[src/design/fpec_pkg.sv]
// package: register map, field positions and reset values for the flash control block
package fpec_pkg;
  // register indices on the plain register port
  localparam logic [2:0] FPEC_ADDR_MODE   = 3'h0;
  localparam logic [2:0] FPEC_ADDR_STATUS = 3'h1;
  localparam logic [2:0] FPEC_ADDR_BLOCK  = 3'h2;
  localparam logic [2:0] FPEC_ADDR_ACCESS = 3'h3;
  localparam logic [2:0] FPEC_ADDR_IRQ_ST = 3'h4;
  localparam logic [2:0] FPEC_ADDR_IRQ_MK = 3'h5;
  // mode control fields
  localparam int FPEC_BIT_RSVD   = 7;
  localparam int FPEC_BIT_WR_EN       = 6;
  localparam int FPEC_BIT_ERASE_SETUP = 5;
  localparam int FPEC_BIT_PROG_SETUP  = 4;
  localparam int FPEC_BIT_ERASE_VFY   = 3;
  localparam int FPEC_BIT_PROG_VFY    = 2;
  localparam int FPEC_BIT_ERASE  = 1;
  localparam int FPEC_BIT_PROG   = 0;
  // status / access fields, block select width
  localparam int FPEC_BIT_ERR_FLAG = 7;
  localparam int FPEC_BIT_ACC_EN   = 7;
  localparam int FPEC_BLOCK_W    = 5;
  // interrupt status fields
  localparam int FPEC_IRQ_ERROR  = 0;
  localparam int FPEC_IRQ_ERASE  = 1;
  localparam int FPEC_IRQ_PROG   = 2;
  localparam int FPEC_IRQ_W      = 3;
  // reset values
  localparam logic [7:0] FPEC_MODE_RST   = 8'h00;
  localparam logic [7:0] FPEC_STATUS_RST = 8'h00;
  localparam logic [7:0] FPEC_BLOCK_RST  = 8'h00;
  localparam logic [7:0] FPEC_ACCESS_RST = 8'h00;
  localparam logic [2:0] FPEC_IRQ_RST    = 3'h0;
  // flash operating state reported to the array
  typedef enum logic [2:0] {
    FPEC_ST_IDLE  = 3'b000,
    FPEC_ST_ERASE_SETUP = 3'b001,
    FPEC_ST_PROG_SETUP  = 3'b010,
    FPEC_ST_ERASE = 3'b011,
    FPEC_ST_PROG  = 3'b100,
    FPEC_ST_EVER  = 3'b101,
    FPEC_ST_PVER  = 3'b110,
    FPEC_ST_PROT  = 3'b111
  } fpec_state_t;
endpackage

[src/design/fpec_irq_if.sv]
// interface: event and mask path between the core and its interrupt unit
`timescale 1ns/1ns
interface fpec_irq_if;
  logic [2:0] events;
  logic [2:0] wr_clear;
  logic [2:0] wr_mask;
  logic       mask_we;
  logic [2:0] status;
  logic [2:0] mask;
  logic       irq;
  modport core (output events, output wr_clear, output wr_mask, output mask_we,
                input status, input mask, input irq);
  modport unit (input events, input wr_clear, input wr_mask, input mask_we,
                output status, output mask, output irq);
endinterface

[src/design/fpec_irq.sv]
// sticky interrupt status with write-one-to-clear, mask and level output
`timescale 1ns/1ns
module fpec_irq
  import fpec_pkg::*;
(
  input  wire logic clk,
  input  wire logic rst,
  fpec_irq_if.unit  bus
);
  logic [2:0] status_reg, status_next;
  logic [2:0] mask_reg, mask_next;
  logic       irq_reg, irq_next;

  // set wins over a clear in the same cycle
  // a mask bit of one blocks its source; all sources open after reset
  always_comb begin
    status_next = (status_reg & ~bus.wr_clear) | bus.events;
    mask_next   = bus.mask_we ? bus.wr_mask : mask_reg;
    irq_next    = |(status_next & ~mask_next);
  end

  always_ff @(posedge clk) begin
    if (rst) begin
      status_reg <= FPEC_IRQ_RST;
      mask_reg   <= FPEC_IRQ_RST;
      irq_reg    <= 1'b0;
    end else begin
      status_reg <= status_next;
      mask_reg   <= mask_next;
      irq_reg    <= irq_next;
    end
  end

  assign bus.status = status_reg;
  assign bus.mask   = mask_reg;
  assign bus.irq    = irq_reg;
endmodule // fpec_irq

[src/design/fpec_ctrl.sv]
// flash program/erase control: mode, status, block select, access enable
//
// Function
// - reserved mode bit 7 always reads zero.
// - programming and erasing allowed only while soft_write_enable is one.
// - with soft_write_enable zero, other mode bits and block bits cannot be set.
// - erase_setup bit 5 enters erase setup state; clearing leaves it.
// - program_setup bit 4 enters program setup state; clearing cancels it.
// - erase_verify bit 3 enters erase-verify mode; clearing cancels it.
// - program_verify bit 2 enters program-verify mode; clearing cancels it.
// - erase bit 1 with enable and erase_setup enters erase mode.
// - program bit 0 with enable and program_setup enters program mode.
// - status register is read-only; software does not write it.
// - flash_error_flag bit 7 sets on an error during program or erase.
// - while flash_error_flag is one, flash is held in error protection.
// - status bits 6 to 0 always read zero.
// - erase_block_select is held at zero while soft_write_enable is zero.
// - control registers accessible only while ctrl_reg_access_enable is one.
//
// register indices on the plain port
//   0 mode control: enable, setups, verifies, erase, program
//   1 program status: error flag in the top bit, the rest zero
//   2 erase block select: one-hot, five blocks
//   3 access enable: top bit opens indices 0 to 2
//   4 interrupt status: sticky, write one to clear
//   5 interrupt mask: a one blocks that source
//
// timing seen from the port
//   write strobe sampled on a rising edge, register holds it from then
//   read data registered, stands only in the cycle after the strobe
//   flash_state follows the mode register one cycle later
//   error input crosses two flops, so the flag lags it by three edges
//
// limitations
//   no program or erase timing here; software owns the pulse lengths
//   the error flag clears only on reset, never by a register write
//   setup and operate bits may arrive in one write; the state still
//   needs both, so a lone operate bit leaves the array idle
`timescale 1ns/1ns
module fpec_ctrl
  import fpec_pkg::*;
(
  input  wire logic       clk,
  input  wire logic       rst,
  input  wire logic [2:0] reg_addr,
  input  wire logic [7:0] reg_wdata,
  input  wire logic       reg_wr,
  input  wire logic       reg_rd,
  output logic      [7:0] reg_rdata,
  input  wire logic       flash_error_in,
  output logic      [2:0] flash_state,
  output logic      [4:0] erase_block_out,
  output logic            irq
);
  ////////////////////////////////////////////////////////////////////////////
  // state
  logic [7:0]  mode_reg, mode_next;
  logic        err_flag_reg, err_flag_next;
  logic [4:0]  block_reg, block_next;
  logic        access_reg, access_next;
  logic        err_sync1_reg, err_sync2_reg;
  logic [7:0]  rdata_reg, rdata_next;
  fpec_state_t state_reg, state_next;
  logic [4:0]  blk_out_reg, blk_out_next;
  logic        erase_act, prog_act;
  logic        wr_mode, wr_block, ctrl_ok;
  fpec_irq_if  ib ();

  fpec_irq u_irq (
    .clk (clk),
    .rst (rst),
    .bus (ib.unit)
  );

  ////////////////////////////////////////////////////////////////////////////
  // decode; control registers gated by the access enable
  // a stray write while closed is dropped here, before any field sees it
  always_comb begin
    ctrl_ok  = access_reg;
    wr_mode  = reg_wr && ctrl_ok && (reg_addr == FPEC_ADDR_MODE);
    wr_block = reg_wr && ctrl_ok && (reg_addr == FPEC_ADDR_BLOCK);
  end

  // mode register update; enable bit itself is writable whenever access is open
  // a write with the enable low wipes every other bit, so software
  // cannot park a setup or operate bit while the array is locked
  always_comb begin
    mode_next = mode_reg;
    if (wr_mode) begin
      mode_next = reg_wdata;
      mode_next[FPEC_BIT_RSVD] = 1'b0;
      if (!reg_wdata[FPEC_BIT_WR_EN])
        mode_next = FPEC_MODE_RST;
    end
    // second guard keeps the register clean whatever the write path did
    if (!mode_next[FPEC_BIT_WR_EN])
      mode_next = FPEC_MODE_RST;
  end

  // block select cleared on enable low; more than one bit set clears all
  // two blocks at once would erase an unintended area, so the whole
  // select drops to zero instead of picking one of them
  always_comb begin
    block_next = block_reg;
    if (wr_block)
      block_next = reg_wdata[FPEC_BLOCK_W-1:0];
    if ((block_next & (block_next - 5'h01)) != 5'h00)
      block_next = 5'h00;
    if (!mode_next[FPEC_BIT_WR_EN])
      block_next = 5'h00;
  end

  // access enable register, always reachable
  // it must stay open to writes, or a closed block could never reopen
  always_comb begin
    access_next = access_reg;
    if (reg_wr && reg_addr == FPEC_ADDR_ACCESS)
      access_next = reg_wdata[FPEC_BIT_ACC_EN];
  end

  ////////////////////////////////////////////////////////////////////////////
  // active operations need enable plus matching setup
  // built from the registered mode, so they change one edge after a write
  always_comb begin
    erase_act = mode_reg[FPEC_BIT_WR_EN] && mode_reg[FPEC_BIT_ERASE_SETUP] &&
                mode_reg[FPEC_BIT_ERASE];
    prog_act  = mode_reg[FPEC_BIT_WR_EN] && mode_reg[FPEC_BIT_PROG_SETUP] &&
                mode_reg[FPEC_BIT_PROG];
  end

  // error flag sets during an active operation; only reset clears it
  // no write path reaches it, so a status write cannot hide a failure
  always_comb begin
    err_flag_next = err_flag_reg | (err_sync2_reg & (erase_act | prog_act));
  end

  // flash state priority: protection, operations, verify, setup
  // protection outranks everything, so no mode write can restart the
  // array after a failure; an operation outranks its own setup bit
  always_comb begin
    state_next = FPEC_ST_IDLE;
    if (err_flag_reg)
      state_next = FPEC_ST_PROT;
    else if (!mode_reg[FPEC_BIT_WR_EN])
      state_next = FPEC_ST_IDLE;
    else if (erase_act)
      state_next = FPEC_ST_ERASE;
    else if (prog_act)
      state_next = FPEC_ST_PROG;
    else if (mode_reg[FPEC_BIT_ERASE_VFY])
      state_next = FPEC_ST_EVER;
    else if (mode_reg[FPEC_BIT_PROG_VFY])
      state_next = FPEC_ST_PVER;
    else if (mode_reg[FPEC_BIT_ERASE_SETUP])
      state_next = FPEC_ST_ERASE_SETUP;
    else if (mode_reg[FPEC_BIT_PROG_SETUP])
      state_next = FPEC_ST_PROG_SETUP;
  end

  // block select seen by the array; dropped while locked or protected
  // so a stale select never reaches an erase after an error
  always_comb begin
    blk_out_next = block_reg;
    if (err_flag_reg || !mode_reg[FPEC_BIT_WR_EN])
      blk_out_next = 5'h00;
  end

  ////////////////////////////////////////////////////////////////////////////
  // read mux; unmapped or locked registers read zero
  always_comb begin
    rdata_next = 8'h00;
    if (reg_rd) begin
      case (reg_addr)
        FPEC_ADDR_MODE:   rdata_next = ctrl_ok ? mode_reg : 8'h00;
        FPEC_ADDR_STATUS: rdata_next = ctrl_ok ? {err_flag_reg, 7'h00} : 8'h00;
        FPEC_ADDR_BLOCK:  rdata_next = ctrl_ok ? {3'h0, block_reg} : 8'h00;
        FPEC_ADDR_ACCESS: rdata_next = {access_reg, 7'h00};
        FPEC_ADDR_IRQ_ST: rdata_next = {5'h00, ib.status};
        FPEC_ADDR_IRQ_MK: rdata_next = {5'h00, ib.mask};
        default:          rdata_next = 8'h00;
      endcase
    end
  end

  // interrupt events: error rising, erase entry, program entry
  always_comb begin
    ib.events = 3'h0;
    ib.events[FPEC_IRQ_ERROR] = err_flag_next & ~err_flag_reg;
    ib.events[FPEC_IRQ_ERASE] = (state_next == FPEC_ST_ERASE) &&
                                (state_reg != FPEC_ST_ERASE);
    ib.events[FPEC_IRQ_PROG]  = (state_next == FPEC_ST_PROG) &&
                                (state_reg != FPEC_ST_PROG);
    ib.wr_clear = (reg_wr && reg_addr == FPEC_ADDR_IRQ_ST) ? reg_wdata[2:0] : 3'h0;
    ib.mask_we  = reg_wr && (reg_addr == FPEC_ADDR_IRQ_MK);
    ib.wr_mask  = reg_wdata[2:0];
  end

  ////////////////////////////////////////////////////////////////////////////
  // registers; error input is from outside, so two flops first
  always_ff @(posedge clk) begin
    if (rst) begin
      mode_reg      <= FPEC_MODE_RST;
      err_flag_reg  <= FPEC_STATUS_RST[FPEC_BIT_ERR_FLAG];
      block_reg     <= FPEC_BLOCK_RST[4:0];
      access_reg    <= FPEC_ACCESS_RST[FPEC_BIT_ACC_EN];
      err_sync1_reg <= 1'b0;
      err_sync2_reg <= 1'b0;
      rdata_reg     <= 8'h00;
      state_reg     <= FPEC_ST_IDLE;
      blk_out_reg   <= 5'h00;
    end else begin
      mode_reg      <= mode_next;
      err_flag_reg  <= err_flag_next;
      block_reg     <= block_next;
      access_reg    <= access_next;
      err_sync1_reg <= flash_error_in;
      err_sync2_reg <= err_sync1_reg;
      rdata_reg     <= rdata_next;
      state_reg     <= state_next;
      blk_out_reg   <= blk_out_next;
    end
  end

  assign reg_rdata       = rdata_reg;
  assign flash_state     = state_reg;
  assign erase_block_out = blk_out_reg;
  assign irq             = ib.irq;
endmodule // fpec_ctrl

[config.mk]
export PLATFORM = sky130hd
export DESIGN_NAME = fpec_ctrl
export DESIGN_NICKNAME = d
export VERILOG_FILES = /design/src/design/fpec_pkg.sv /design/src/design/fpec_irq_if.sv /design/src/design/fpec_irq.sv /design/src/design/fpec_ctrl.sv
export SDC_FILE = /design/constraint.sdc
export NUM_CORES = 1
export LEC_CHECK = 0
export BUFFER_PORTS_ARGS = -buffer_cell sky130_fd_sc_hd__buf_2
export CAP_MARGIN = 20
export CORE_AREA = 5 5 67 69
export DETAILED_ROUTE_END_ITERATION = 10
export DIE_AREA = 0 0 72 74
export GPL_TIMING_DRIVEN = 0
export PLACE_DENSITY = 0.74
export SLEW_MARGIN = 20
export SYNTH_ARGS = -nofsm -noshare
export SYNTH_HDL_FRONTEND = slang
export SYNTH_SLANG_ARGS = --single-unit
[constraint.sdc]
create_clock -name clk -period 2.4 [get_ports clk]
set_input_delay 0.36 -clock clk [delete_from_list [all_inputs] [get_ports clk]]
set_output_delay 0.36 -clock clk [all_outputs]
set_load 0.05 [all_outputs]
==> results of run 1 <==
-- power groups by stage --
| stage | logic, uW | clock network (uW) | registers, uW |
|---|---|---|---|
| detailed placement | 57.4 | 0 | 666 |
| CTS | 58.2 | 528 | 651 |
| global placement | 57.0 | 0 | 666 |
| floorplan | 28.7 | 0 | 666 |
| finish | 58.4 | 515 | 651 |
| global route | 64.2 | 554 | 651 |
-- metal layers --
metal / global-route usage [%] / share of wire [%]
met3: 4.324 / 6.6
met5: 0 / 0
met2: 23.88 / 47
met1: 18.52 / 44
met4: 6.263 / 2.0
-- layout make-up --
cell class / instances / area, um2 / area share [%]
buffer: 6 / 38.79 / 1.988
clock buffer: 6 / 72.57 / 3.720
clock inverter: 1 / 30.03 / 1.539
inverter: 5 / 18.77 / 0.9622
multi-input combinational: 128 / 792.0 / 40.60
sequential: 39 / 780.7 / 40.03
tap: 50 / 62.56 / 3.207
timing repair buffer: 31 / 155.1 / 7.954
-- metrics by stage --
| step | setup WS (ps) | cell area [um2] | cells | hold slack [ps] | utilization [%] |
|---|---|---|---|---|---|
| final | 525.6 | 1951 | 266 | 276.7 | 50.58 |
| after floorplan | 621.3 | 1630 | 178 | 413.8 | - |
| after global placement | 379.3 | 1848 | 259 | 438.2 | 47.92 |
| after CTS | 516.7 | 1951 | 266 | 272.8 | 50.58 |
| after detailed placement | 389.1 | 1848 | 259 | 438.1 | 47.92 |
| after global routing | 362.8 | 1951 | 266 | 303.2 | 50.58 |
-- worst paths after layout --
check | startpoint | to | slack, ps | depth (start not counted)
worst max register to register | access_reg | block_reg[4] | 530 | 6
worst min register to register | err_sync1_reg | err_sync2_reg | 450 | 1
worst min-delay path | flash_error_in | err_sync1_reg | 280 | 2
worst max-delay path | access_reg | block_reg[4] | 530 | 6
-- worst max-delay path: stages, from the launching register on --
cell and delay [ps]:
dfxtp_1 370, nor3b_1 340, and3_1 200, buf_2 210, o21ai_1 90, o22ai_1 430, nor3_1 100
-- logic make-up after synthesis --
kind of cell             count (synthesis)  synth area share, %
AO/OA/AOI/OAI                           39                14.58
adder cells (fa/ha/maj)                  1               0.6140
buffers and inverters                   11                3.529
flip-flops                              39                47.89
multiplexers                            14                8.595
AND/OR/NAND/NOR                         74                24.79
-- placed cells by master (no fill, tap or decap), types with 3 or more instances in the layout --
cell type | netlist | routed
nor3_2 | 3 | 3
clkbuf_1 | 3 | 4
dfxtp_1 | 39 | 39
mux2i_1 | 14 | 14
nor2_1 | 20 | 20
inv_1 | 4 | 4
and3_1 | 6 | 6
o21ai_0 | 5 | 5
or3_1 | 3 | 3
a21oi_1 | 17 | 17
clkbuf_8 | 0 | 5
o22a_1 | 3 | 3
buf_2 | 1 | 32
a21o_1 | 3 | 3
nand2_1 | 16 | 16
nand3_1 | 7 | 7
nor3_1 | 3 | 3
nor2b_1 | 4 | 4
==> qor.csv, run 1 <==
metric,value,unit
mean post-synth cell area,9.159,um2
DP HPWL,2632,um
"Seq/Total Area, Yosys",47.89,%
Final GP Congestion,0.8108,
TritonCTS Buffers,5,
total grt overflow,0,
maxcap violations,0,
Psw,247.5,uW
commonest cells in the synthesized netlist,"39 x dfxtp_1, 20 x nor2_1, 17 x a21oi_1",
Die Y,74,um
top cell type's share of synthesized area,47.89,%
Hold Fails Final Rpt,0,
initial antenna violation count,0,
largest net degree at the start of global routing,12,
layout cells sized above 1,21.30,%
Crit Path Class,flop to flop,
slew margin rel.,64.68,%
IO Port Bufs,31,
Yosys warnings,0,
Max Slew Vio Count,0,
Synth Flop Type,dfxtp_1,
final WL,3635,um
htree depth,2,
CTS root buf,clkbuf_8,
crit path max fanout,7,
Final min period,1874,ps
Startpoint Class,flop,
die area,5328,um2
Routed wire per std cell,13.67,um
vias in the first global route,1312,
Worst Max-Slew Pin Slew,529.9,ps
Via Count,1373,
Fmax achieved,0.5335,GHz
Synth Net Count,194,
run status,completed,
total power,1225,uW
Worst Setup End Kind,flop,
final setup violation count,0,
drt via density,5.162,
largest area contributor in the netlist,dfxtp_1,
# nets final,232,
power share of the clock group,42.1,%
Synth Cell Area,1630,um2
CTS tree,built,
Mapped Cells,178,
Synth-to-Final Area Change,19.65,%
Post-CTS Hold Fix Bufs,0,
CP Data Required Time,2560,ps
DRC,0,
RSZ-0062 raised after global routing,no,
clk_lat worst skew,290,ps
synth unique cells,38,
max reg flops,8,
setup TNS,0,ps
CTS resizes,0,
I/O pins,33,
Comb pwr share,4.8,%
worst-case clock buffer depth,2,
Num Clock Sinks,39,
fillcell total,373,
Synth Register Bits,39,
leakage power,0.0007936,uW
core area,3856,um2
sw frac,20.21,%
starting density of the core,42.28,%
top-count cell post-synth,dfxtp_1,
"EDFF count, synth",0,
first-pass GRT wire length,6044,um
num rows,23,
Power Density,627.9,nW/um2
GRT Total Usage,14.77,%
Die Width,72,um
post-CTS setup buffers,0,
Worst Hold Class,primary input to flop,
DR iter-0 viols,115,
Async SR Flop Fraction,0,%
DR pass1 iterations,4,
clk slew on worst S/H paths,70,ps
cell-internal power,977.3,uW
largest cells by area after synthesis,"dfxtp_1 48%, mux2i_1 8.6%, a21oi_1 5.2%",
Clock Skew,5.190,ps
peak supply drop,237.6,uV
Reg power frac,53.2,%
Antenna diodes,0,
"antenna viol nets, final",0,
Final period util,78.10,%
critical path arrival,2030,ps
No activity file was read; power rests on OpenSTA's default activity.
==> run 2, diff against run 1 <==
Settings changed: PLACE_DENSITY 0.74 to 0.77.
Clock period 2.4 ns to 1.66 ns, I/O delays scaled along.
==> run 2 against run 1 <==
Effect of this change:
- clock-buffer cell count is 2 higher
- combinational power is 49% higher
- sequential share of layout area is 1.0 points lower
- die area stayed put
- clock power is 34% higher
- non-clock buffer count is 3 higher
- register-to-register slack worse by 480 ps
- power is 40% higher
- critical path type unchanged
==> qor.csv, run 2 (synthesis results as in run 1) <==
metric,value,unit
slew margin rel.,63.63,%
Crit Path Class,flop to flop,
Antenna diodes,0,
largest net degree at the start of global routing,12,
leakage power,0.0008130,uW
final non-filler cell total,270,
cell-internal power,1353,uW
maxcap violations,0,
fillcell total,384,
Clock Skew,7.093,ps
GRT Total Usage,15.26,%
Hold Fails Final Rpt,0,
Routed wire per std cell,13.69,um
Max Slew Vio Count,0,
IO Port Bufs,31,
vias in the first global route,1313,
most frequent cells in the layout,"38 x dfxtp_1, 32 x buf_2, 19 x nor2_1, 17 x a21oi_1, 16 x nand2_1",
CTS root buf,clkbuf_8,
worst-case clock buffer depth,2,
Final period util,97.45,%
final WL,3697,um
Psw,363.1,uW
layout cells sized above 1,25.00,%
DR iter-0 viols,130,
FF+latch area,782.0,um2
Worst Setup End Kind,flop,
CTS tree,built,
Reg power frac,54.9,%
Via Count,1403,
CP Data Required Time,1880,ps
peak supply drop,348.9,uV
critical path arrival,1840,ps
clk_lat worst skew,290,ps
Die Width,72,um
Post-CTS Hold Fix Bufs,0,
"antenna viol nets, final",0,
starting density of the core,42.28,%
power share of the clock group,40.1,%
RSZ-0062 raised after global routing,yes,
clk slew on worst S/H paths,70,ps
Power Density,856.0,nW/um2
DP HPWL,2706,um
Worst Max-Slew Pin Slew,545.5,ps
Num Clock Sinks,39,
num rows,23,
Die Y,74,um
TritonCTS Buffers,5,
crit path max fanout,10,
Startpoint Class,flop,
I/O pins,33,
area of the multi-input gates,824.5,um2
total grt overflow,0,
DR pass1 iterations,4,
initial antenna violation count,0,
# nets final,235,
first-pass GRT wire length,6223,um
max reg flops,8,
Fmax achieved,0.6181,GHz
htree depth,2,
run status,completed,
final core occ,51.98,%
Worst Hold Class,primary input to flop,
DRC,0,
Synth-to-Final Area Change,22.95,%
final setup violation count,0,
Final min period,1618,ps
die area,5328,um2
drt via density,5.196,
Cells after DPL,259,
core area,3856,um2
Final GP Congestion,0.8646,
sw frac,21.16,%
Comb pwr share,5.1,%
"commonest non-fill, non-tap cell in the layout",dfxtp_1,
[run 2: final timing paths]
path                  startpoint             to  slack, ps  depth (start not counted)
hold / removal    flash_error_in  err_sync1_reg        170                          2
setup reg to reg      access_reg   block_reg[3]         40                          6
setup / recovery      access_reg   block_reg[3]         40                          6
hold reg to reg    err_sync1_reg  err_sync2_reg        450                          1
[run 2: power groups by stage]
stage          logic (uW)  clock network, uW  registers (uW)
2_1_floorplan        41.4                  0             963
3_3_place_gp         81.7                  0             963
3_5_place_dp         82.0                  0             963
4_1_cts              84.1                702             941
5_1_grt              94.7                748             941
6_report             86.8                688             941
[run 2: stage by stage]
step	TNS, ps	setup slack [ps]	hold slack (ps)	cell area, um2	power, uW
floorplan	0	11.15	329.9	1630	1004
global placement	-1760	-196.1	419.8	1848	1044
detailed placement	-2044	-231.9	431.7	1848	1045
CTS	0	14.87	163.3	1982	1728
global route	-97.53	-35.06	161.2	2004	1784
finish	0	42.25	169.1	2004	1716
[run 2: critical path, stage by stage (launching register included)]
cell,delay [ps]
dfxtp_2,350
or3b_4,400
nor3b_4,220
nand2_1,80
a21o_1,190
buf_6,160
nor3_2,170
[run 2: what timing repair did]
item,4_1_cts,5_1_grt
endpoints found under the setup margin,12,10
pin swaps,1,3
resized for setup,4,3
setup buffers,2,1
[run 2: layout make-up]
cell class / count / share of cell area [%]
Sequential cell: 39 / 39.01
Clock buffer: 8 / 4.994
Inverter: 5 / 0.9363
Multi-Input combinational cell: 128 / 41.14
Timing Repair Buffer: 34 / 8.864
Tap cell: 50 / 3.121
Buffer: 6 / 1.935
[run 2: metal layers]
| metal | vias to the layer above | wire length [um] | global-route usage [%] |
|---|---|---|---|
| li1 | 714 | - | - |
| met1 | 639 | 1696 | 20.10 |
| met2 | 45 | 1690 | 23.67 |
| met3 | 5 | 243 | 4.730 |
| met4 | 0 | 68 | 5.637 |
| met5 | - | 0 | 0 |
